`config.mk`:
```
export PLATFORM = sky130hd
export DESIGN_NAME = cnse_node
export DESIGN_NICKNAME = d
export VERILOG_FILES = /design/src/cnse_pkg.sv /design/src/cnse_node.sv
export SDC_FILE = /design/constraint.sdc
export NUM_CORES = 1
export LEC_CHECK = 0
export BUFFER_PORTS_ARGS = -buffer_cell sky130_fd_sc_hd__buf_2
export CORE_MARGIN = 4
export CORE_UTILIZATION = 59
export CTS_CLUSTER_SIZE = 12
export DETAILED_ROUTE_END_ITERATION = 16
export PLACE_DENSITY_LB_ADDON = 0.15
export SETUP_SLACK_MARGIN = 0.02
export SLEW_MARGIN = 20
export SYNTH_ARGS = -nofsm -noshare
export SYNTH_HDL_FRONTEND = slang
export SYNTH_SLANG_ARGS = --single-unit
```
`constraint.sdc`:
```
create_clock -name ref_clk -period 4.75 [get_ports ref_clk]
set_input_delay 0.2375 -clock ref_clk [delete_from_list [all_inputs] [get_ports ref_clk]]
set_output_delay 0.2375 -clock ref_clk [all_outputs]
set_load 0.01 [all_outputs]
```
`src/cnse_pkg.sv`:
```
// constants, encodings and carrier types for the node status and emergency block
package cnse_pkg;

  // ----------------------------------------------------------------
  // object dictionary indices
  // ----------------------------------------------------------------
  localparam logic [15:0] IDX_DEVICE_TYPE = 16'h1000; // device_type_word
  localparam logic [15:0] IDX_ERROR_SUMMARY = 16'h1001; // error_summary_register
  localparam logic [15:0] IDX_BUS_STATUS = 16'h1002; // bus_state_status_word
  localparam logic [15:0] IDX_ERROR_HISTORY = 16'h1003; // error history list
  localparam logic [15:0] IDX_EMCY_COB = 16'h1014; // emergency identifier
  localparam logic [15:0] IDX_HB_TIME = 16'h1017; // heartbeat producer time, ms

  // ----------------------------------------------------------------
  // reset values and field positions
  // ----------------------------------------------------------------
  localparam logic [31:0] DEVICE_TYPE_VALUE = 32'h0000_0000; // always zero
  localparam logic [31:0] STATUS_RESET = 32'h0000_0000; // status word reset value
  localparam int STATUS_ERR_BIT = 7; // generic error copy in status word
  localparam int ERR_GENERIC_BIT = 0; // generic error in error summary
  localparam logic [15:0] HB_TIME_RESET = 16'h0000; // heartbeat off after reset
  localparam logic [6:0] NODE_ID_DEFAULT = 7'h3f; // factory address 63
  localparam logic [6:0] NODE_ID_MIN = 7'h01; // lowest legal address
  localparam logic [6:0] NODE_ID_MAX = 7'h7f; // highest legal address
  localparam logic [3:0] BITRATE_COUNT = 4'h9; // nine selectable rates
  localparam logic [3:0] BITRATE_DEFAULT = 4'h6; // 500 kbps
  localparam int HIST_DEPTH = 8; // stored error history entries
  localparam int SDO_CHANNELS = 2; // master plus diagnostics server
  localparam int TPDO_CHANNELS = 4; // transmit process-data channels
  localparam int RPDO_CHANNELS = 2; // receive process-data channels

  // ----------------------------------------------------------------
  // fixed identifiers and command codes
  // ----------------------------------------------------------------
  localparam logic [10:0] NMT_COB = 11'h000; // network-management commands
  localparam logic [10:0] SYNC_COB = 11'h080; // synchronisation, consumed only
  localparam logic [10:0] EMCY_COB_BASE = 11'h080; // emergency default base
  localparam logic [10:0] ERRCTL_COB_BASE = 11'h700; // boot-up, guard, heartbeat
  localparam logic [7:0] NMT_START = 8'h01;
  localparam logic [7:0] NMT_STOP = 8'h02;
  localparam logic [7:0] NMT_PREOP = 8'h80;
  localparam logic [7:0] NMT_RESET_NODE = 8'h81;
  localparam logic [7:0] NMT_RESET_COMM = 8'h82;

  // ----------------------------------------------------------------
  // timing
  // ----------------------------------------------------------------
  localparam int CLK_HZ = 100_000_000; // ref_clk rate
  localparam int HB_UNIT_US = 1000; // heartbeat time unit, 1 ms
  localparam int HB_UNIT_CYCLES = CLK_HZ / 1_000_000 * HB_UNIT_US; // cycles per ms

  // ----------------------------------------------------------------
  // types
  // ----------------------------------------------------------------
  typedef enum logic [2:0] {
    ST_INIT = 3'b000,
    ST_PREOP = 3'b101,
    ST_OPER = 3'b110,
    ST_STOPPED = 3'b111
  } cnse_state_type;

  typedef enum logic [1:0] {
    CFG_NODE_ID = 2'b00,
    CFG_BITRATE = 2'b01,
    CFG_SDO2_EN = 2'b10
  } cnse_cfg_sel_type;

  typedef struct packed {
    logic rtr;
    logic [10:0] cob;
    logic [3:0] dlc;
    logic [63:0] data; // byte 0 in bits 7:0
  } cnse_frame_type;

  typedef struct packed {
    logic wr;
    logic [15:0] index;
    logic [7:0] sub;
    logic [31:0] wdata;
  } cnse_od_req_type;

endpackage

```
`src/cnse_node.sv`:
```
// node status, error control and emergency logic of the field-bus slave
module cnse_node #(
  parameter int HB_TICK_CYCLES = cnse_pkg::HB_UNIT_CYCLES // cycles per heartbeat ms
) (
  input wire logic ref_clk,
  input wire logic rst_n,
  input wire logic rx_valid, // received frame strobe
  input cnse_pkg::cnse_frame_type rx_frame,
  output cnse_pkg::cnse_frame_type tx_frame,
  output logic tx_valid,
  input wire logic tx_ready,
  input wire logic od_req, // object dictionary access strobe
  input cnse_pkg::cnse_od_req_type od_cmd,
  output logic od_ack,
  output logic od_abort,
  output logic [31:0] od_rdata,
  input wire logic err_evt, // process-data or exchange error
  input wire logic [15:0] err_code,
  input wire logic cfg_wr, // serial service port write
  input cnse_pkg::cnse_cfg_sel_type cfg_sel,
  input wire logic [7:0] cfg_wdata,
  output logic cfg_ack,
  output logic cfg_nak,
  output logic [6:0] node_id,
  output logic [3:0] bitrate_sel,
  output logic sdo2_enable,
  output logic [1:0] sdo_channels,
  output logic [2:0] tpdo_channels,
  output logic [1:0] rpdo_channels,
  output logic sync_pulse,
  output logic err_tpdo_evt,
  output logic [31:0] status_word
);

  // ----------------------------------------------------------------
  // state record
  // ----------------------------------------------------------------
  typedef struct packed {
    cnse_pkg::cnse_state_type state; // bus state
    logic boot_pend; // boot-up frame waiting
    logic emcy_pend; // emergency frame waiting
    logic guard_pend; // guard answer waiting
    logic hb_pend; // heartbeat waiting
    logic toggle; // guard toggle bit
    logic [15:0] hb_time; // producer time in ms
    logic [23:0] tick_cnt; // cycles within current ms
    logic [15:0] ms_cnt; // ms since last heartbeat
    logic emcy_custom; // master has written the identifier
    logic [10:0] emcy_cob; // written identifier
    logic [15:0] emcy_code; // code of newest entry
    logic [3:0] err_cnt; // entries stored
    logic [cnse_pkg::HIST_DEPTH-1:0][15:0] hist; // newest first
    logic [6:0] node_id;
    logic [3:0] bitrate;
    logic sdo2_en;
    cnse_pkg::cnse_frame_type tx_frame;
    logic tx_valid;
    logic od_ack;
    logic od_abort;
    logic [31:0] od_rdata;
    logic cfg_ack;
    logic cfg_nak;
    logic sync_pulse;
    logic err_evt;
    logic [31:0] status;
  } cnse_node_state_type;

  cnse_node_state_type st_q;
  cnse_node_state_type st_d;

  logic generic_err; // any error recorded
  logic [10:0] emcy_id; // identifier in use
  logic [10:0] errctl_id; // boot-up, guard and heartbeat identifier
  logic hb_tick; // last cycle of a ms
  logic nmt_hit; // command for this node
  logic [3:0] hist_last; // index of a history read

  // ----------------------------------------------------------------
  // helpers
  // ----------------------------------------------------------------
  // generic error is present while the history holds anything
  assign generic_err = (st_q.err_cnt != 4'h0);
  // default identifier follows the node address until overwritten
  assign emcy_id = st_q.emcy_custom ? st_q.emcy_cob :
                   (cnse_pkg::EMCY_COB_BASE + {4'h0, st_q.node_id});
  assign errctl_id = cnse_pkg::ERRCTL_COB_BASE + {4'h0, st_q.node_id};
  assign hb_tick = (st_q.tick_cnt == 24'(HB_TICK_CYCLES - 1));
  // fixed identifier and payload layout, nothing the master can change
  assign nmt_hit = rx_valid && !rx_frame.rtr && (rx_frame.cob == cnse_pkg::NMT_COB) &&
                   (rx_frame.data[15:8] == 8'h00 ||
                    rx_frame.data[15:8] == {1'b0, st_q.node_id});
  assign hist_last = od_cmd.sub[3:0] - 4'h1;

  // ----------------------------------------------------------------
  // next state
  // ----------------------------------------------------------------
  always_comb
  begin
    st_d = st_q;
    st_d.od_ack = 1'b0;
    st_d.od_abort = 1'b0;
    st_d.cfg_ack = 1'b0;
    st_d.cfg_nak = 1'b0;
    st_d.sync_pulse = 1'b0;
    st_d.err_evt = 1'b0;

    // heartbeat timer runs only with a non-zero producer time
    if (st_q.hb_time == 16'h0000 || st_q.state == cnse_pkg::ST_INIT)
    begin
      st_d.tick_cnt = 24'h0;
      st_d.ms_cnt = 16'h0;
    end
    else if (hb_tick)
    begin
      st_d.tick_cnt = 24'h0;
      if (st_q.ms_cnt + 16'h1 >= st_q.hb_time)
      begin
        st_d.ms_cnt = 16'h0;
        st_d.hb_pend = 1'b1;
      end
      else
      begin
        st_d.ms_cnt = st_q.ms_cnt + 16'h1;
      end
    end
    else
    begin
      st_d.tick_cnt = st_q.tick_cnt + 24'h1;
    end

    // initialisation ends in pre-operational and announces boot-up
    if (st_q.state == cnse_pkg::ST_INIT)
    begin
      st_d.state = cnse_pkg::ST_PREOP;
      st_d.boot_pend = 1'b1;
      st_d.hb_pend = 1'b0;
      st_d.toggle = 1'b0;
    end

    // received frames; emergencies from others match nothing here
    if (nmt_hit)
    begin
      case (rx_frame.data[7:0])
        cnse_pkg::NMT_START: st_d.state = cnse_pkg::ST_OPER;
        cnse_pkg::NMT_STOP: st_d.state = cnse_pkg::ST_STOPPED;
        cnse_pkg::NMT_PREOP: st_d.state = cnse_pkg::ST_PREOP;
        cnse_pkg::NMT_RESET_COMM:
        begin
          st_d.state = cnse_pkg::ST_INIT;
          st_d.hb_time = cnse_pkg::HB_TIME_RESET;
          st_d.emcy_custom = 1'b0;
        end
        cnse_pkg::NMT_RESET_NODE:
        begin
          st_d.state = cnse_pkg::ST_INIT;
          st_d.hb_time = cnse_pkg::HB_TIME_RESET;
          st_d.emcy_custom = 1'b0;
          st_d.err_cnt = 4'h0;
        end
        default: st_d.state = st_q.state; // unknown command ignored
      endcase
    end
    else if (rx_valid && rx_frame.rtr && rx_frame.cob == errctl_id &&
             st_q.hb_time == 16'h0000 && st_q.state != cnse_pkg::ST_INIT)
    begin
      st_d.guard_pend = 1'b1;
    end
    else if (rx_valid && !rx_frame.rtr && rx_frame.cob == cnse_pkg::SYNC_COB)
    begin
      st_d.sync_pulse = 1'b1;
    end

    // object dictionary access, answered one cycle later
    if (od_req)
    begin
      st_d.od_ack = 1'b1;
      st_d.od_rdata = 32'h0;
      if (!od_cmd.wr)
      begin
        case (od_cmd.index)
          cnse_pkg::IDX_DEVICE_TYPE: st_d.od_rdata = cnse_pkg::DEVICE_TYPE_VALUE;
          cnse_pkg::IDX_ERROR_SUMMARY: st_d.od_rdata = {31'h0, generic_err};
          cnse_pkg::IDX_BUS_STATUS: st_d.od_rdata = st_q.status;
          cnse_pkg::IDX_ERROR_HISTORY:
          begin
            if (od_cmd.sub == 8'h00)
              st_d.od_rdata = {28'h0, st_q.err_cnt};
            else if (od_cmd.sub <= {4'h0, st_q.err_cnt})
              st_d.od_rdata = {16'h0, st_q.hist[hist_last[2:0]]};
            else
              st_d.od_abort = 1'b1;
          end
          cnse_pkg::IDX_EMCY_COB: st_d.od_rdata = {21'h0, emcy_id};
          cnse_pkg::IDX_HB_TIME: st_d.od_rdata = {16'h0, st_q.hb_time};
          default: st_d.od_abort = 1'b1;
        endcase
      end
      else
      begin
        case (od_cmd.index)
          cnse_pkg::IDX_ERROR_HISTORY:
          begin
            if (od_cmd.sub == 8'h00 && od_cmd.wdata == 32'h0)
              st_d.err_cnt = 4'h0;
            else
              st_d.od_abort = 1'b1;
          end
          cnse_pkg::IDX_EMCY_COB:
          begin
            st_d.emcy_custom = 1'b1;
            st_d.emcy_cob = od_cmd.wdata[10:0];
          end
          cnse_pkg::IDX_HB_TIME:
          begin
            st_d.hb_time = od_cmd.wdata[15:0];
            st_d.tick_cnt = 24'h0;
            st_d.ms_cnt = 16'h0;
            st_d.guard_pend = 1'b0;
          end
          default: st_d.od_abort = 1'b1; // read-only or unknown
        endcase
      end
    end

    // new error after any clear, so a coincident clear keeps only the new entry
    if (err_evt)
    begin
      for (int i = cnse_pkg::HIST_DEPTH - 1; i > 0; i--)
      begin
        st_d.hist[i] = st_q.hist[i-1];
      end
      st_d.hist[0] = err_code;
      st_d.emcy_code = err_code;
      if (st_d.err_cnt != 4'(cnse_pkg::HIST_DEPTH))
        st_d.err_cnt = st_d.err_cnt + 4'h1;
      st_d.emcy_pend = 1'b1;
      st_d.err_evt = 1'b1;
    end

    // serial service port configuration
    if (cfg_wr)
    begin
      case (cfg_sel)
        cnse_pkg::CFG_NODE_ID:
        begin
          if (cfg_wdata[7] == 1'b0 && cfg_wdata[6:0] >= cnse_pkg::NODE_ID_MIN &&
              cfg_wdata[6:0] <= cnse_pkg::NODE_ID_MAX)
          begin
            st_d.node_id = cfg_wdata[6:0];
            st_d.cfg_ack = 1'b1;
          end
          else
            st_d.cfg_nak = 1'b1;
        end
        cnse_pkg::CFG_BITRATE:
        begin
          if (cfg_wdata < {4'h0, cnse_pkg::BITRATE_COUNT})
          begin
            st_d.bitrate = cfg_wdata[3:0];
            st_d.cfg_ack = 1'b1;
          end
          else
            st_d.cfg_nak = 1'b1;
        end
        cnse_pkg::CFG_SDO2_EN:
        begin
          st_d.sdo2_en = cfg_wdata[0];
          st_d.cfg_ack = 1'b1;
        end
        default: st_d.cfg_nak = 1'b1;
      endcase
    end

    // transmit: drop the frame once taken, else load the most urgent
    if (st_q.tx_valid && tx_ready)
    begin
      st_d.tx_valid = 1'b0;
    end
    else if (!st_q.tx_valid)
    begin
      st_d.tx_frame = '0;
      if (st_q.boot_pend)
      begin
        st_d.boot_pend = 1'b0;
        st_d.tx_valid = 1'b1;
        st_d.tx_frame.cob = errctl_id;
        st_d.tx_frame.dlc = 4'h1;
      end
      else if (st_q.emcy_pend && st_q.state != cnse_pkg::ST_STOPPED &&
               st_q.state != cnse_pkg::ST_INIT)
      begin
        st_d.emcy_pend = err_evt;
        st_d.tx_valid = 1'b1;
        st_d.tx_frame.cob = emcy_id;
        st_d.tx_frame.dlc = 4'h8;
        st_d.tx_frame.data[23:0] = {7'h0, generic_err, st_q.emcy_code[15:8],
                                    st_q.emcy_code[7:0]};
      end
      else if (st_q.guard_pend)
      begin
        st_d.guard_pend = 1'b0;
        st_d.toggle = ~st_q.toggle;
        st_d.tx_valid = 1'b1;
        st_d.tx_frame.cob = errctl_id;
        st_d.tx_frame.dlc = 4'h1;
        st_d.tx_frame.data[7:0] = {st_q.toggle, 4'h0, st_q.state};
      end
      else if (st_q.hb_pend)
      begin
        st_d.hb_pend = 1'b0;
        st_d.tx_valid = 1'b1;
        st_d.tx_frame.cob = errctl_id;
        st_d.tx_frame.dlc = 4'h1;
        st_d.tx_frame.data[7:0] = {5'h0, st_q.state};
      end
    end

    // status word: state code low, error copy in bit seven, rest zero
    st_d.status = 32'h0;
    st_d.status[2:0] = st_d.state;
    st_d.status[cnse_pkg::STATUS_ERR_BIT] = (st_d.err_cnt != 4'h0);
  end

  // ----------------------------------------------------------------
  // register
  // ----------------------------------------------------------------
  always_ff @(posedge ref_clk)
  begin
    if (!rst_n)
    begin
      st_q <= '0;
      st_q.state <= cnse_pkg::ST_INIT;
      st_q.hb_time <= cnse_pkg::HB_TIME_RESET;
      st_q.node_id <= cnse_pkg::NODE_ID_DEFAULT;
      st_q.bitrate <= cnse_pkg::BITRATE_DEFAULT;
      st_q.sdo2_en <= 1'b1;
      st_q.status <= cnse_pkg::STATUS_RESET;
    end
    else
    begin
      st_q <= st_d;
    end
  end

  // ----------------------------------------------------------------
  // outputs
  // ----------------------------------------------------------------
  assign tx_frame = st_q.tx_frame;
  assign tx_valid = st_q.tx_valid;
  assign od_ack = st_q.od_ack;
  assign od_abort = st_q.od_abort;
  assign od_rdata = st_q.od_rdata;
  assign cfg_ack = st_q.cfg_ack;
  assign cfg_nak = st_q.cfg_nak;
  assign node_id = st_q.node_id;
  assign bitrate_sel = st_q.bitrate;
  assign sdo2_enable = st_q.sdo2_en;
  // channel counts are fixed; transfers themselves live in the server engine
  assign sdo_channels = 2'(cnse_pkg::SDO_CHANNELS);
  assign tpdo_channels = 3'(cnse_pkg::TPDO_CHANNELS);
  assign rpdo_channels = 2'(cnse_pkg::RPDO_CHANNELS);
  assign sync_pulse = st_q.sync_pulse;
  assign err_tpdo_evt = st_q.err_evt;
  assign status_word = st_q.status;

endmodule

```
; ---- After elaboration in Yosys (flattened, before gate mapping)
; Cells that the tools add are included.
; W data, S select, Z words.
[op_classes]
add_sub_neg = 6
order_cmp = 6
eq_ne = 19
mux = 76
bitwise_logic = 5
n_reduce_logical = 39
[op_table]
columns = cell, count
row1 = $pmux W32 S5, 1
row2 = $mux W68, 2
row3 = $mux W132, 1
row4 = $mux W16, 7
row5 = $eq A16 B13 Y1 const B, 6
row6 = $mux W15, 4
row7 = $mux W56, 1
row8 = $bmux W16 S3, 1
row9 = $mux W4, 10
row10 = $mux W40, 1
row11 = $mux W34, 1
row12 = $logic_not A32 Y1, 1
row13 = $mux W32, 1
row14 = $mux W1, 29
row15 = $mux W9, 3
row16 = $add A24 B1 Y24 const B, 1
row17 = $eq A24 B17 Y1 const B, 1
row18 = $eq A8 B8 Y1 const B, 3
row19 = $mux W24, 1
row20 = $mux W17, 1
row21 = $add A16 B1 Y16 const B, 1
row22 = $ge A16 B16 Y1, 1
row23 = $logic_not A16 Y1, 1
row24 = $logic_not A8 Y1, 2
row25 = other kinds (40), 70
[word_totals]
regBits = 323

; ---- Logic depth before layout (Yosys ltp)
[depth]
word_depth = 15
depth_mapped = 16
ltp_nobuf = 14

; ---- Worst setup path before layout
; No wires, ideal clock.
[synth_path]
path_kind = input -> register
from = input port od_cmd[32] (netlist bit)
to = register st_q (netlist bit od_rdata[4])
setup_time_ns = 0.115
t_arrival_ns = 2.728
required_ns = 4.635
path_slack_ns = 1.907
stages = 11
n_path_buf = 3
cell_sequence = buf_4 -> buf_2 -> inv_1 -> ha_1 -> buf_1 -> mux4_2 -> a211oi_1 -> a21oi_1 -> a222oi_1 -> o22ai_1 -> and2_1
[synth_via]
elab_chain_cells = 7
[synth_lines]
columns = element, line_no
row1 = "start, declared", cnse_node.sv:13  ; input cnse_pkg::cnse_od_req_type od_cmd,
row2 = $sub A3 B1 Y3, cnse_node.sv:92  ; assign hist_last = od_cmd.sub[3:0] - 4'h1;
row3 = $bmux W16 S3, cnse_node.sv:189  ; st_d.od_rdata = {16'h0, st_q.hist[hist_last[2:0]]};
row4 = $mux W16 (implied by the code), cnse_node.sv:189
row5 = $mux W16, cnse_node.sv:188  ; else if (od_cmd.sub <= {4'h0, st_q.err_cnt})
row6 = $mux W16 (*), cnse_node.sv:186  ; if (od_cmd.sub == 8'h00)
row7 = $pmux W32 S5 (*), cnse_node.sv:180  ; case (od_cmd.index)
row8 = $mux W32 (*), cnse_node.sv:178  ; if (!od_cmd.wr)
row9 = "end signal, assigned", cnse_node.sv:341  ; st_q <= st_d;
row10 = "end, declared", cnse_node.sv:68  ; cnse_node_state_type st_q;
; Every way passes the cells marked *; elsewhere a longest branch is shown, timed or not. The select of a mux whose other input is x is not followed.
; A chain may end at the register's enable or synchronous reset.

; ---- Worst setup path in the final report
[layout_path]
from = register st_q[323] (netlist bit)
to = register st_q[335] (netlist bit)
[layout_via]
elab_chain_cells = 8
[layout_lines]
columns = element, line_no
row1 = $add A16 B1 Y16 (*), "cnse_node.sv:116, cnse_node.sv:123"
row2 = $ge A16 B16 Y1, cnse_node.sv:116  ; if (st_q.ms_cnt + 16'h1 >= st_q.hb_time)
row3 = $mux W16 (*), cnse_node.sv:116
row4 = $mux W16 (*), cnse_node.sv:113  ; else if (hb_tick)
row5 = $mux W40 (*), cnse_node.sv:108  ; if (st_q.hb_time == 16'h0000 || st_q.state == cnse_pkg::ST_INIT)
row6 = $mux W56, cnse_node.sv:200  ; case (od_cmd.index)
row7 = $mux W68, cnse_node.sv:178
row8 = $mux W68 (*), cnse_node.sv:174  ; if (od_req)
; Every way passes the cells marked *; elsewhere a longest branch is shown, timed or not.

==> flow_summary.yaml <==
drt:
  drc: 0
  drt-initial-drc-count: 844
  vias_per_cell: 5.65
  routed_wl_mm: 37.7
  dr.pass1.iters: 5
  wl_per_cell_um: 18.4
  vias: 11600
  antenna_left: 0
global_route:
  grt_max_degree: 107
  grt_pass1_vias: 10800
  grt_pass1_wl_mm: 57.3
  grt-ovfl-total: 0
  antenna_found_initial: 0
  track_usage_pct: 26.7
yosys:
  synthArstFlopShare_pct: 0
  synth.top_cell.area_share_pct: 38.5
  synth_cell_types: 65
  synth_area_leaders: "dfxtp_1, mux2i_1, buf_4"
  syn-cell-area_sq_um: 14200
  netlist_instances: 1591
  ys_seq_area_share_pct: 38.5
  synth_flop_cell: "dfxtp_1"
  syn_avg_cell_area_sq_um: 8.94
  synth_enable_flop_cells: 0
  synth_warnings: 0
  netlist.top_cell.by_area: "dfxtp_1"
  yosys_register_bits: 274
setup_path:
  start_kind: "flip-flop"
  critPathTopFamily: "simple AND/OR/NAND/NOR gates"
  cp.arrival_ns: 3.97
  crit_buf_inv: 1
  slowest_delay_ns: 0.62
  crit_required_ns: 5.23
  cp_cell_sequence: "ha_1 -> nand3_1 -> inv_1 -> and3_1 -> nand3_1 -> nor2_1 -> xor2_1 -> ha_1 -> a21o_1 -> a21oi_1 -> o21ai_1 -> nor3_2 -> a22o_1"
  crit_slowest_cell: "nor3_2"
  critPathKind: "flip-flop to flip-flop"
  path_max_fanout: 10
  endpoint_kind: "flip-flop"
timing:
  hold_viol_final: 0
  finalSetupViolations: 0
  fin_skew_ns: 0.0136
  worst_slew_pin_slew_ns: 0.945
  rsz0062_at_grt: "no"
  drv_slew: 0
  clock.fmax_mhz: 287
  fin_tns_setup_ns: 0
  slew_headroom_pct: 37.0
  fin_ws_ns: 1.26
  period_share_pct: 73.4
  finalCriticalPeriod_ns: 3.49
power_and_ir_drop:
  combPwrFrac_pct: 11.3
  switching_share_pct: 25.4
  p_switching_mw: 1.28
  p_per_area_nw_per_um2: 320
  p_clk_share_pct: 40.9
  leakage_nw: 6.58
  seqPwrFrac_pct: 47.7
  p_int_mw: 3.77
  peakVddDrop_uv: 322
placement:
  place_area_sq_um: 14500
  hpwlAfterDp_mm: 26.8
  pre_cts_ws_ns: 1.38
  place_congestion: 0.911
  io_buffers: 186
clocking:
  cts_max_level: 1
  cts_buffer_depth: 3
  cts_tree: "built"
  tritoncts_num_sinks: 274
  cts.clk_slew.worst_paths_ns: 0.06
  cts_root_buf: "clkbuf_16"
  cts_buffers: 28
  worstSkewPairLatency_ns: 0.54
cells_and_area:
  drive_gt1_share_pct: 17.0
  design_area_sq_um: 15800
  diodes: 0
  nNetsFinal: 1909
  area_delta_synth_final_pct: 11.1
die:
  die_area_sq_um: 26700
  die_y_um: 163
  floorplan.core_area_sq_um: 23600
  fp.dieW_um: 163
  num_io_pins: 340
  initial_core_util_pct: 60.3
  fp-row-count: 56
outcome:
  outcome: "finished clean"
run:
  maxCapViolCount: 0
worst_hold_path:
  holdCritPathClass: "input pin to flip-flop"
==> power by group through the flow <==
| stage | registers (mW) | clock network [mW] | logic (mW) |
|---|---|---|---|
| 2_1_floorplan | 2.44 | 0 | 0.454 |
| 3_3_place_gp | 2.46 | 0 | 0.529 |
| 3_5_place_dp | 2.46 | 0 | 0.536 |
| 4_1_cts | 2.41 | 2.11 | 0.567 |
| 5_1_grt | 2.42 | 2.20 | 0.624 |
| 6_report | 2.41 | 2.07 | 0.573 |
==> worst reg2reg max path, stage by stage, from the launching register on <==
cell and delay [ns]:
dfxtp_1 0.43, ha_1 0.25, nand3_1 0.13, inv_1 0.09
and3_1 0.18, nand3_1 0.18, nor2_1 0.18, xor2_1 0.26
ha_1 0.30, a21o_1 0.19, a21oi_1 0.15, o21ai_1 0.23
nor3_2 0.62, a22o_1 0.23
==> sequential cells by signal (all words and copies together), names as in the netlist <==
| name | count |
|---|---|
| st_q | 207 |
| bitrate_sel | 4 |
| sync_pulse | 1 |
| od_ack | 1 |
| err_tpdo_evt | 1 |
| od_abort | 1 |
| status_word | 2 |
| tx_frame | 30 |
| tx_valid | 1 |
| cfg_ack | 1 |
| sdo2_enable | 1 |
| od_rdata | 16 |
| node_id | 7 |
| cfg_nak | 1 |
==> path summary, 6_finish.rpt <==
path	from	to	slack [ns]	cells past startpoint
setup reg to reg	st_q[323]	st_q[335]	1.26	13
hold reg to reg	tx_frame[16]	tx_frame[16]	0.45	2
hold / removal	rx_frame[77]	sync_pulse	0.06	4
setup / recovery	st_q[323]	st_q[335]	1.26	13
==> repair_timing <==
action | CTS | global route
hold buffers | 44 | 0
endpoints found under the hold margin | 59 | 0
buffers inserted | 0 | 0
resized for setup | 0 | 0
==> routing by layer <==
metal	share of wire (%)	global-route usage, %	routed length [um]
met2	50	47.6	18700
met3	6.0	3.68	2270
met4	3.7	9.30	1390
met5	0	0	0
met1	41	33.2	15300
==> area by class of cell <==
class	count	area (sq um)
repair buffers	245	1500
fillers	1948	7810
well taps	319	399
clock buffers	39	793
clock inverters	4	45.0
multi-input cells	1130	7440
flip-flops and latches	274	5490
inverters	35	136
==> cell usage after synthesis, drive strengths merged, types with 5 or more instances <==
cell type  number
a211oi         19
a21o            7
a21oi          81
a222oi          6
a22o           11
a22oi          30
and2            6
and3            6
buf           188
clkbuf         63
dfxtp         274
ha             25
inv            35
mux2            6
mux2i         147
mux4           32
nand2          99
nand2b         10
nand3          55
nand4          19
nor2          230
nor2b          20
nor3           21
nor4           29
o21ai          41
or2             5
or3             9
or4             7
xnor2          25
xor2           35
==> cells in the final DEF, fill, tap and decap left out, drive strengths merged, types with 3 or more instances in the layout <==
| master | n |
|---|---|
| mux4 | 32 |
| nand3 | 55 |
| buf | 201 |
| dfxtp | 274 |
| o211ai | 4 |
| a222oi | 6 |
| o31ai | 4 |
| clkinv | 3 |
| xor2 | 35 |
| mux2i | 147 |
| and2 | 6 |
| nand4 | 19 |
| a31oi | 4 |
| or3 | 9 |
| o21ai | 41 |
| a22o | 11 |
| ha | 25 |
| a211oi | 19 |
| nor2b | 20 |
| nor4 | 29 |
| nand2b | 10 |
| a211o | 4 |
| a21o | 7 |
| a22oi | 30 |
| conb | 101 |
| nor2 | 230 |
| and3 | 6 |
| a21oi | 81 |
| clkbuf | 39 |
| nand2 | 99 |
| mux2 | 6 |
| or2 | 5 |
| nor4b | 3 |
| inv | 35 |
| xnor2 | 25 |
| or4 | 7 |
| nor3 | 21 |
| dlygate4sd3 | 44 |
| o22ai | 3 |
==> per-stage QoR <==
stage	hold WS, ns	utilization, %	power, mW	instances
finish	0.0557	66.9	5.06	2046
global route	0.0622	66.9	5.24	2046
CTS	0.0375	66.9	5.09	2046
detailed placement	0.424	61.5	3.00	1959
global placement	0.419	61.5	2.99	1959
floorplan	0.331	-	2.89	1690
==> kinds of logic after synthesis <==
logic type / count (synthesis) / synth area share [%]
flops: 274 / 38.5
xor+xnor: 60 / 3.69
fa+ha+maj: 25 / 2.20
compound gates: 230 / 10.4
mux: 185 / 15.9
simple gates: 529 / 17.3
buf+inv: 286 / 12.0
other cells: 2 / 0.0528
Note: power is estimated with default switching activity, not from simulation.
